**config.mk**
```make
export PLATFORM = sky130hd
export DESIGN_NAME = dpot_core
export DESIGN_NICKNAME = d
export VERILOG_FILES = /design/src/design/dpot_pkg.sv /design/src/design/dpot_nv_if.sv /design/src/design/dpot_core.sv /design/src/design/dpot_nv_store.sv
export SDC_FILE = /design/constraint.sdc
export NUM_CORES = 1
export LEC_CHECK = 0
export BUFFER_PORTS_ARGS = -buffer_cell sky130_fd_sc_hd__buf_2
export CORE_ASPECT_RATIO = 1.1
export CORE_MARGIN = 10
export CORE_UTILIZATION = 51
export CTS_BUF_LIST = sky130_fd_sc_hd__clkbuf_4 sky130_fd_sc_hd__clkbuf_8
export DETAILED_ROUTE_END_ITERATION = 12
export PLACE_DENSITY = 0.77
export SYNTH_ARGS = -nofsm -noshare
export SYNTH_HDL_FRONTEND = slang
export SYNTH_SLANG_ARGS = --single-unit
export TNS_END_PERCENT = 5
```
**constraint.sdc**
```tcl
create_clock -name clk -period 2.8 [get_ports clk]
set_clock_uncertainty 0.15 [all_clocks]
set_input_delay 0.28 -clock clk [delete_from_list [all_inputs] [get_ports clk]]
set_output_delay 0.28 -clock clk [all_outputs]
set_load 0.1 [all_outputs]
```
**src/design/dpot_pkg.sv**
```systemverilog
/*
 * Shared constants, opcodes, field positions and state type of the
 * serial digital potentiometer wiper control block.
 * Assumes a 100 MHz system clock that samples all serial pins.
 */
package dpot_pkg;

  localparam int CLK_FREQ_MHZ = 100;
  localparam int NV_WRITE_TIME_US = 10000;
  localparam int NV_WRITE_CYCLES = NV_WRITE_TIME_US * CLK_FREQ_MHZ;
  localparam int NV_CNT_W = 20;

  localparam int REG_W = 8;
  localparam int NUM_SETTINGS = 4;
  localparam int SEL_W = 2;
  localparam int TAP_COUNT = 256;

  // device type code, value is arbitrary
  localparam logic [3:0] DEVICE_TYPE = 4'hA;

  localparam int ID_TYPE_LSB = 4;
  localparam int ID_ADDR_LSB = 0;
  localparam int INSTR_OP_LSB = 4;
  localparam int INSTR_REG_LSB = 2;
  localparam int INSTR_BANK_LSB = 0;

  localparam logic [3:0] OP_RD_WIPER = 4'h9;
  localparam logic [3:0] OP_WR_WIPER = 4'hA;
  localparam logic [3:0] OP_RD_SETTING = 4'hB;
  localparam logic [3:0] OP_WR_SETTING = 4'hC;
  localparam logic [3:0] OP_XFR_TO_WIPER = 4'hD;
  localparam logic [3:0] OP_XFR_TO_SETTING = 4'hE;
  localparam logic [3:0] OP_RD_STATUS = 4'h5;
  localparam logic [3:0] OP_STEP = 4'h2;

  localparam logic [1:0] DEFAULT_BANK = 2'h0;
  localparam logic [1:0] DEFAULT_SETTING = 2'h0;
  localparam logic [7:0] WIPER_RESET = 8'h00;
  localparam logic [7:0] WIPER_MAX = 8'hFF;
  localparam logic [7:0] WIPER_MIN = 8'h00;
  localparam logic [7:0] SETTING_INIT = 8'h80;
  localparam logic [1:0] FETCH_LATENCY = 2'h2;
  localparam logic [2:0] LAST_BIT = 3'h7;

  typedef enum logic [2:0] {
    ST_ID,
    ST_INSTR,
    ST_WDATA,
    ST_RDATA,
    ST_STEP,
    ST_IGNORE
  } dpot_state_e;

endpackage : dpot_pkg

```
**src/design/dpot_nv_if.sv**
```systemverilog
/*
 * Port bundle between the wiper control core and the setting store.
 * Assumes both ends run on the same system clock.
 */
interface dpot_nv_if #(
  parameter int AW = 2,
  parameter int DW = 8
);
  logic wrEn;
  logic [AW-1:0] wrAddr;
  logic [DW-1:0] wrData;
  logic [AW-1:0] rdAddr;
  logic [DW-1:0] rdData;

  modport ctrl (output wrEn, output wrAddr, output wrData, output rdAddr, input rdData);
  modport store (input wrEn, input wrAddr, input wrData, input rdAddr, output rdData);
endinterface : dpot_nv_if

```
**src/design/dpot_core.sv**
```systemverilog
/*
 * Serial slave of a 256-tap digital potentiometer: frame decoding,
 * wiper position, setting register commits and one-hot tap drive.
 * Assumes the serial clock is much slower than clk; all pins are async.
 */
// Overview of operation
// - serial output shifts on falling clock edge
// - serial input sampled on rising clock edge
// - pause low freezes sequence, resume keeps state
// - proceed only when both address bits match
// - deselected: output released, standby unless writing
// - ignore everything until first select falling edge
// - write protect low blocks setting register writes
// - wiper position decoded onto one of 256 taps
// - never more than one tap switch on
// - write-wiper command loads wiper position directly
// - transfer command loads wiper from setting register
// - step command moves wiper one position per data clock
// - power-up copies default setting into wiper
// - wiper position is volatile, settings persist
// - four 8-bit setting registers, read and write
// - transfers both ways between wiper and settings
// - setting write completes within 10 ms
// - step up while input high, down while low
// - status bit shows write in progress
// - commit only at select rise after complete write
// - first byte: type code then address bits
module dpot_core #(
  parameter int NV_WRITE_CYCLES = dpot_pkg::NV_WRITE_CYCLES
) (
  input wire logic clk,
  input wire logic nrst,
  input wire logic sck,
  input wire logic csN,
  input wire logic si,
  input wire logic holdN,
  input wire logic wpN,
  input wire logic [1:0] addrStrap,
  output logic so,
  output logic soOe,
  output logic [dpot_pkg::TAP_COUNT-1:0] tapSel,
  output logic standby,
  output logic nvWritePending
);

  function automatic logic [dpot_pkg::TAP_COUNT-1:0] tapDecode(input logic [7:0] pos);
    logic [dpot_pkg::TAP_COUNT-1:0] oneHot;
    oneHot = '0;
    oneHot[pos] = 1'b1;
    return oneHot;
  endfunction : tapDecode

  localparam logic [dpot_pkg::NV_CNT_W-1:0] NV_CYCLES = dpot_pkg::NV_CNT_W'(NV_WRITE_CYCLES);

  dpot_nv_if #(.AW(dpot_pkg::SEL_W), .DW(dpot_pkg::REG_W)) nvBus ();

  dpot_nv_store #(
    .DEPTH(dpot_pkg::NUM_SETTINGS),
    .WIDTH(dpot_pkg::REG_W)
  ) u_store (
    .clk(clk),
    .nv(nvBus.store)
  );

  // two-stage synchronisers for every pin
  logic [1:0] sckSync, csSync, siSync, holdSync, wpSync;
  logic [1:0] addrSync0, addrSync1;
  logic sckPrev, csPrev;

  always_ff @(posedge clk or negedge nrst) begin
    if (!nrst) begin
      sckSync <= 2'h0;
      csSync <= 2'h3;
      siSync <= 2'h0;
      holdSync <= 2'h3;
      wpSync <= 2'h3;
      addrSync0 <= 2'h0;
      addrSync1 <= 2'h0;
      sckPrev <= 1'b0;
      csPrev <= 1'b1;
    end else begin
      sckSync <= {sckSync[0], sck};
      csSync <= {csSync[0], csN};
      siSync <= {siSync[0], si};
      holdSync <= {holdSync[0], holdN};
      wpSync <= {wpSync[0], wpN};
      addrSync0 <= {addrSync0[0], addrStrap[0]};
      addrSync1 <= {addrSync1[0], addrStrap[1]};
      sckPrev <= sckSync[1];
      csPrev <= csSync[1];
    end
  end

  logic csLow, csFall, csRise, held, sckRise, sckFall, siBit;
  logic [1:0] addrNow;
  assign csLow = !csSync[1];
  assign csFall = csPrev && !csSync[1];
  assign csRise = !csPrev && csSync[1];
  assign held = !holdSync[1];
  assign sckRise = sckSync[1] && !sckPrev && csLow && !held;
  assign sckFall = !sckSync[1] && sckPrev && csLow && !held;
  assign siBit = siSync[1];
  assign addrNow = {addrSync1[1], addrSync0[1]};

  logic armed_reg;
  dpot_pkg::dpot_state_e state_reg;
  logic [7:0] shift_reg, shift_next;
  logic [2:0] bitCnt_reg;
  logic [3:0] op_reg;
  logic [7:0] tx_reg;
  logic [7:0] wiper_reg;
  logic [1:0] regSel_reg;
  logic [1:0] fetchCnt_reg;
  logic fetchToWiper_reg;
  logic commitArmed_reg;
  logic [1:0] commitAddr_reg;
  logic [7:0] commitData_reg;
  logic [dpot_pkg::NV_CNT_W-1:0] nvCnt_reg;
  logic byteDone, frameRise;
  logic [3:0] opIn;
  logic [1:0] regIn, bankIn;
  logic bank0, busy, startCommit;

  assign shift_next = {shift_reg[6:0], siBit};
  assign frameRise = sckRise && armed_reg;
  assign byteDone = frameRise && (bitCnt_reg == dpot_pkg::LAST_BIT);
  assign opIn = shift_next[dpot_pkg::INSTR_OP_LSB +: 4];
  assign regIn = shift_next[dpot_pkg::INSTR_REG_LSB +: 2];
  assign bankIn = shift_next[dpot_pkg::INSTR_BANK_LSB +: 2];
  assign bank0 = (bankIn == dpot_pkg::DEFAULT_BANK);
  assign busy = (nvCnt_reg != '0);
  assign startCommit = csRise && commitArmed_reg && wpSync[1] && !busy;

  // armed by the first select falling edge after reset
  always_ff @(posedge clk or negedge nrst) begin
    if (!nrst) begin
      armed_reg <= 1'b0;
    end else if (csFall) begin
      armed_reg <= 1'b1;
    end
  end

  // frame sequencer, receive shifter and transmit shifter
  always_ff @(posedge clk or negedge nrst) begin
    if (!nrst) begin
      state_reg <= dpot_pkg::ST_IGNORE;
      shift_reg <= 8'h00;
      bitCnt_reg <= 3'h0;
      op_reg <= 4'h0;
      tx_reg <= 8'h00;
      regSel_reg <= dpot_pkg::DEFAULT_SETTING;
    end else if (csFall) begin
      state_reg <= dpot_pkg::ST_ID;
      bitCnt_reg <= 3'h0;
    end else if (!csLow) begin
      state_reg <= dpot_pkg::ST_IGNORE;
    end else begin
      if (frameRise) begin
        shift_reg <= shift_next;
        bitCnt_reg <= bitCnt_reg + 3'h1;
      end
      if (sckFall && state_reg == dpot_pkg::ST_RDATA) begin
        tx_reg <= {tx_reg[6:0], 1'b0};
      end
      if (fetchCnt_reg == 2'h1 && !fetchToWiper_reg) begin
        tx_reg <= nvBus.rdData;
      end
      if (byteDone) begin
        unique case (state_reg)
          dpot_pkg::ST_ID: begin
            if (shift_next[dpot_pkg::ID_TYPE_LSB +: 4] == dpot_pkg::DEVICE_TYPE &&
                shift_next[dpot_pkg::ID_ADDR_LSB +: 2] == addrNow) begin
              state_reg <= dpot_pkg::ST_INSTR;
            end else begin
              state_reg <= dpot_pkg::ST_IGNORE;
            end
          end
          dpot_pkg::ST_INSTR: begin
            op_reg <= opIn;
            regSel_reg <= regIn;
            state_reg <= dpot_pkg::ST_IGNORE;
            if (opIn == dpot_pkg::OP_RD_WIPER) begin
              tx_reg <= wiper_reg;
              state_reg <= dpot_pkg::ST_RDATA;
            end else if (opIn == dpot_pkg::OP_RD_STATUS) begin
              tx_reg <= {7'h00, busy};
              state_reg <= dpot_pkg::ST_RDATA;
            end else if (opIn == dpot_pkg::OP_RD_SETTING && bank0) begin
              state_reg <= dpot_pkg::ST_RDATA;
            end else if (opIn == dpot_pkg::OP_WR_WIPER ||
                         (opIn == dpot_pkg::OP_WR_SETTING && bank0)) begin
              state_reg <= dpot_pkg::ST_WDATA;
            end else if (opIn == dpot_pkg::OP_STEP) begin
              state_reg <= dpot_pkg::ST_STEP;
            end
          end
          dpot_pkg::ST_WDATA: begin
            state_reg <= dpot_pkg::ST_IGNORE;
          end
          dpot_pkg::ST_RDATA, dpot_pkg::ST_STEP, dpot_pkg::ST_IGNORE: begin
          end
        endcase
      end
    end
  end

  // store read pointer and delayed use of its registered data
  always_ff @(posedge clk or negedge nrst) begin
    if (!nrst) begin
      fetchCnt_reg <= dpot_pkg::FETCH_LATENCY;
      fetchToWiper_reg <= 1'b1;
    end else if (byteDone && state_reg == dpot_pkg::ST_INSTR && bank0 &&
                 (opIn == dpot_pkg::OP_XFR_TO_WIPER || opIn == dpot_pkg::OP_RD_SETTING)) begin
      fetchCnt_reg <= dpot_pkg::FETCH_LATENCY;
      fetchToWiper_reg <= (opIn == dpot_pkg::OP_XFR_TO_WIPER);
    end else if (fetchCnt_reg != 2'h0) begin
      fetchCnt_reg <= fetchCnt_reg - 2'h1;
    end
  end

  assign nvBus.rdAddr = regSel_reg;

  // volatile wiper position, reset models power-up
  always_ff @(posedge clk or negedge nrst) begin
    if (!nrst) begin
      wiper_reg <= dpot_pkg::WIPER_RESET;
    end else if (fetchCnt_reg == 2'h1 && fetchToWiper_reg) begin
      wiper_reg <= nvBus.rdData;
    end else if (byteDone && state_reg == dpot_pkg::ST_WDATA &&
                 op_reg == dpot_pkg::OP_WR_WIPER) begin
      wiper_reg <= shift_next;
    end else if (frameRise && csLow && state_reg == dpot_pkg::ST_STEP) begin
      if (siBit && wiper_reg != dpot_pkg::WIPER_MAX) begin
        wiper_reg <= wiper_reg + 8'h01;
      end else if (!siBit && wiper_reg != dpot_pkg::WIPER_MIN) begin
        wiper_reg <= wiper_reg - 8'h01;
      end
    end
  end

  // pending setting write, committed at select rise
  always_ff @(posedge clk or negedge nrst) begin
    if (!nrst) begin
      commitArmed_reg <= 1'b0;
      commitAddr_reg <= 2'h0;
      commitData_reg <= 8'h00;
    end else if (csFall || startCommit || csRise) begin
      commitArmed_reg <= 1'b0;
    end else if (byteDone && csLow && !busy) begin
      if (state_reg == dpot_pkg::ST_WDATA && op_reg == dpot_pkg::OP_WR_SETTING) begin
        commitArmed_reg <= 1'b1;
        commitAddr_reg <= regSel_reg;
        commitData_reg <= shift_next;
      end else if (state_reg == dpot_pkg::ST_INSTR && bank0 &&
                   opIn == dpot_pkg::OP_XFR_TO_SETTING) begin
        commitArmed_reg <= 1'b1;
        commitAddr_reg <= regIn;
        commitData_reg <= wiper_reg;
      end
    end
  end

  assign nvBus.wrEn = startCommit;
  assign nvBus.wrAddr = commitAddr_reg;
  assign nvBus.wrData = commitData_reg;

  // write-in-progress timer
  always_ff @(posedge clk or negedge nrst) begin
    if (!nrst) begin
      nvCnt_reg <= '0;
    end else if (startCommit) begin
      nvCnt_reg <= NV_CYCLES;
    end else if (busy) begin
      nvCnt_reg <= nvCnt_reg - 1'b1;
    end
  end

  // registered pin drive
  always_ff @(posedge clk or negedge nrst) begin
    if (!nrst) begin
      so <= 1'b0;
      soOe <= 1'b0;
      standby <= 1'b1;
      nvWritePending <= 1'b0;
    end else begin
      // first fall after the instruction byte presents the MSB
      if (sckFall && state_reg == dpot_pkg::ST_RDATA) begin
        so <= tx_reg[7];
      end
      soOe <= csLow && !held && state_reg == dpot_pkg::ST_RDATA;
      standby <= !csLow && !busy && !startCommit;
      nvWritePending <= busy || startCommit;
    end
  end

  // exactly one tap switch on
  always_ff @(posedge clk or negedge nrst) begin
    if (!nrst) begin
      tapSel <= tapDecode(dpot_pkg::WIPER_RESET);
    end else begin
      tapSel <= tapDecode(wiper_reg);
    end
  end

endmodule : dpot_core

```
**src/design/dpot_nv_store.sv**
```systemverilog
/*
 * Setting register store: small array with registered read data.
 * Assumes contents survive reset (stand-in for nonvolatile cells).
 */
module dpot_nv_store #(
  parameter int DEPTH = dpot_pkg::NUM_SETTINGS,
  parameter int WIDTH = dpot_pkg::REG_W
) (
  input wire logic clk,
  dpot_nv_if.store nv
);

  logic [WIDTH-1:0] mem [DEPTH];

  // content is not cleared by reset, only by power loss
  initial begin
    for (int i = 0; i < DEPTH; i++) begin
      mem[i] = dpot_pkg::SETTING_INIT;
    end
  end

  always_ff @(posedge clk) begin
    if (nv.wrEn) begin
      mem[nv.wrAddr] <= nv.wrData;
    end
  end

  always_ff @(posedge clk) begin
    nv.rdData <= mem[nv.rdAddr];
  end

endmodule : dpot_nv_store

```
==> metrics.log <==
[metrics] die extent in y: around 190 microns
[metrics] routed length on met3: 3.31 mm
[metrics] TritonCTS Buffers: 58
[metrics] DIE AREA: about 34000 sq um
[metrics] wire length of the first global-routing pass: 58.6 mm
[metrics] post-synth cell types: 67
[metrics] ratio of cells with drive above 1 in the final layout: 33.0%
[metrics] maximum number of pins on one net before global-route repair: 92
[metrics] setup repair after global routing missed its margin: false
[metrics] uppermost signal routing layer after detailed routing: met4
[metrics] cell with the largest stage delay on the worst path: dfrtp_1
[metrics] first-pass detailed-route iteration total: 5
[metrics] number of clock sinks: a little under 400
[metrics] number of pins exceeding their max-slew limit in the final report: 0
[metrics] post-route DRC violation count: 0
[metrics] CP Class: reg2reg
[metrics] count of final setup violators: 0
[metrics] EDFF count, synth: 32
[metrics] share of synthesized registers carrying an async set or reset: 89.6%
[metrics] RD Place Congestion: between 0.8 and 0.9
[metrics] Slew HR: 46.5%
[metrics] total standard cell area after synthesis: 13800 sq um
[metrics] clock latency of the later-clocked register in the worst-skew pair: 590 ps
[metrics] largest voltage drop on the vdd net: 0.000430 V
[metrics] average wire per cell in the routed design: 21.4 microns
[metrics] core area: 26900 sq um
[metrics] routed via count: slightly below 10000
[metrics] boundary pin count: approximately 270
[metrics] TNS Setup: 0 ps
[metrics] Buf/Inv on CP: 0
[metrics] Post-Layout Inst Area: 17000 sq um
[metrics] pre-CTS setup slack: ~250 ps
[metrics] number of max-cap violations: 0
[metrics] share of the clock period used by the worst path: between 90% and 100%
[metrics] register area share after synthesis: 70.8%
[metrics] DPL Wire Length: ~27 mm
[metrics] metal2 WL: 19.5 mm
[metrics] number of instances in the synthesized netlist: 1086
[metrics] Placed Instance Area: 15600 sq um
[metrics] Setup WS post-layout: around 260 ps
[metrics] top library cells by usage in the layout, fill and taps aside: dfrtp_1 (333), nor2_1 (285), buf_2 (267)
[metrics] net count after synthesis: 1108
[metrics] Hold WC Path Type: in2async
[metrics] clock tree from TritonCTS: built
[metrics] root buffer selected by CTS: clkbuf_8
[metrics] synthesized area per cell: 12.7 sq um
[metrics] data required time at the worst endpoint: 2860 ps
[metrics] final critical-path required period: 2540 ps
[metrics] leading cell type in the layout, fill and taps excluded: dfrtp_1
[metrics] startpoint types: register
[metrics] synth warn: 0
[metrics] cell breakdown of the critical path: nor4_4 -> nand2_2 -> or3_4 -> nor2_4 -> and3_1
[metrics] number of diodes: 0
[metrics] count of routing violations after the opening detailed-route iteration: about 650
[metrics] overall fraction of global-route tracks in use: 22.1%
[metrics] Top FF cell, synth: dfrtp_1
[metrics] data arrival at the endpoint of the critical path: between 2000 and 3000 ps
[metrics] standard-cell row count: 63
[metrics] power per cell area: 732 nW/um^2
[metrics] vias per cell: 5.37
[metrics] initial antenna violation count: 0
[metrics] detailed-routing wirelength on met1: 13.9 mm
[metrics] final hold vios: 0
[metrics] Final Util: 63.3%
[metrics] synth-to-layout area growth: 22.9%
[metrics] GRT overflow: 0
[metrics] run status: complete, no violations
[metrics] Detailed Route WL: ~39 mm
[metrics] initial core utilization: 51.5%
[metrics] highest attainable clock frequency: 393 MHz
[metrics] Port Buffers: 268
[metrics] Leak: 8.96 nW
[metrics] register clock-pin slew on the reported worst setup and hold paths: 60 ps
[metrics] number of buffers on the longest clock path: 3
[metrics] floorplan die width: between 150 and 200 microns
[metrics] largest incremental delay on the critical path: approximately 450 ps
[metrics] post-route ant nets: 0
[metrics] family of cells with the greatest summed delay on the critical path: simple AND/OR/NAND/NOR gates
[metrics] Worst Setup End Kind: register
[metrics] number of H-tree levels: 2
[metrics] flip-flop count of the largest register, all copies and words added: 256
[metrics] Slew @ Worst Pin: 800 ps
[metrics] flops & latches, synth: 386
[metrics] maximum fanout count along the critical path: 8
[metrics] vias in the first global route: just under 10000
[metrics] final-stage net count: between 1000 and 1500
[logic make-up after synthesis]
kind of cell             count (synthesis)  synth area share [%]
AND/OR/NAND/NOR                        462                  15.6
buffers and inverters                   70                  2.29
adder cells (fa/ha/maj)                 13                  1.23
multiplexers                            52                  4.66
AO/OA/AOI/OAI                           81                  3.97
XOR/XNOR                                22                  1.39
flip-flops                             386                  70.8
[what timing repair did]
item	4_1_cts	5_1_grt
endpoints found under the hold margin	91	0
buffers inserted	0	0
setup endpoints to repair	0	1
resized for setup	0	1
hold buffers	8	0
[Yosys cell counts (3+ instances only)]
master    instances  area share, %
dfxtp_1           8            1.2
xnor2_1          12           0.76
nand3_1          20           0.72
nor2b_1          13           0.59
a31oi_1           4           0.18
ha_1             12            1.1
a21oi_1          12           0.43
mux2i_1          25            1.8
buf_2             7           0.25
a22oi_1           7           0.38
nand4b_1          3           0.19
inv_1             8           0.22
nand4_1           4           0.18
nor2_1          285            7.7
nor4b_1           3           0.19
o211ai_1          8           0.43
nor3_1           14           0.51
nand2b_1          9           0.41
o21ai_2           9           0.57
mux2_2           19            1.5
o31ai_1           3           0.16
edfxtp_1         32            6.9
buf_4             4           0.22
buf_1             3          0.081
nand2_1          67            1.8
nor2_4            4           0.33
or3_1             5           0.23
and4b_1           3           0.22
nand4_4           3           0.46
clkbuf_1         44            1.2
xor2_1           10           0.63
and3_1            5           0.23
o21ai_0          14           0.51
o21ai_1           4           0.14
dfstp_2          13            2.5
a21o_1            4           0.22
nor4_4            4           0.62
buf_6             4           0.33
dfrtp_1         333             60
a211oi_1          5           0.27
mux4_2            8            1.3
[layer usage]
metal	track usage, %	vias up
met2	38.0	484
met4	11.0	0
li1	-	4213
met1	25.9	4846
met3	4.70	105
met5	0	-
[cell type report]
cell class | instances | area (sq um)
Multi-Input combinational cell | 630 | 3720
Tap cell | 357 | 447
Fill cell | 1945 | 9870
Clock buffer | 94 | 1160
Clock inverter | 14 | 135
Timing Repair Buffer | 308 | 1720
Inverter | 8 | 30.0
Sequential cell | 386 | 9800
[through the flow]
stage	power, mW	hold slack [ps]	cells
2_1_floorplan	7.08	-166	1086
3_3_place_gp	7.58	185	1681
3_5_place_dp	7.62	187	1681
4_1_cts	12.5	159	1797
5_1_grt	12.9	170	1797
6_report	12.5	173	1797
[where the power goes]
part           total [mW]  switching (mW)  leakage [nW]  internal (mW)
Sequential           5.86          0.0939          5.13           5.77
Clock                4.91            2.10         0.691           2.81
Combinational        1.68            1.33          3.13          0.348
Total                12.5            3.53          8.96           8.93
[final timing paths]
check	start	end	slack [ps]	depth (start not counted)
min reg2reg	addrSync1[0]	addrSync1[1]	200	0
max	nvCnt_reg[2]	u_store.mem[3][3]	260	5
min in group clk	wpN	wpSync[0]	190	2
max reg2reg	nvCnt_reg[2]	u_store.mem[3][3]	260	5
max in group asynchronous	nrst	tapSel[195]	1470	3
min	nrst	tapSel[236]	170	2
[worst register-to-register path, cell delays in order, from the launching register on]
cell and delay, ps:
dfrtp_1 450, nor4_4 430, nand2_2 150, or3_4 440
nor2_4 120, and3_1 440
(Power assumes the default switching activity.)
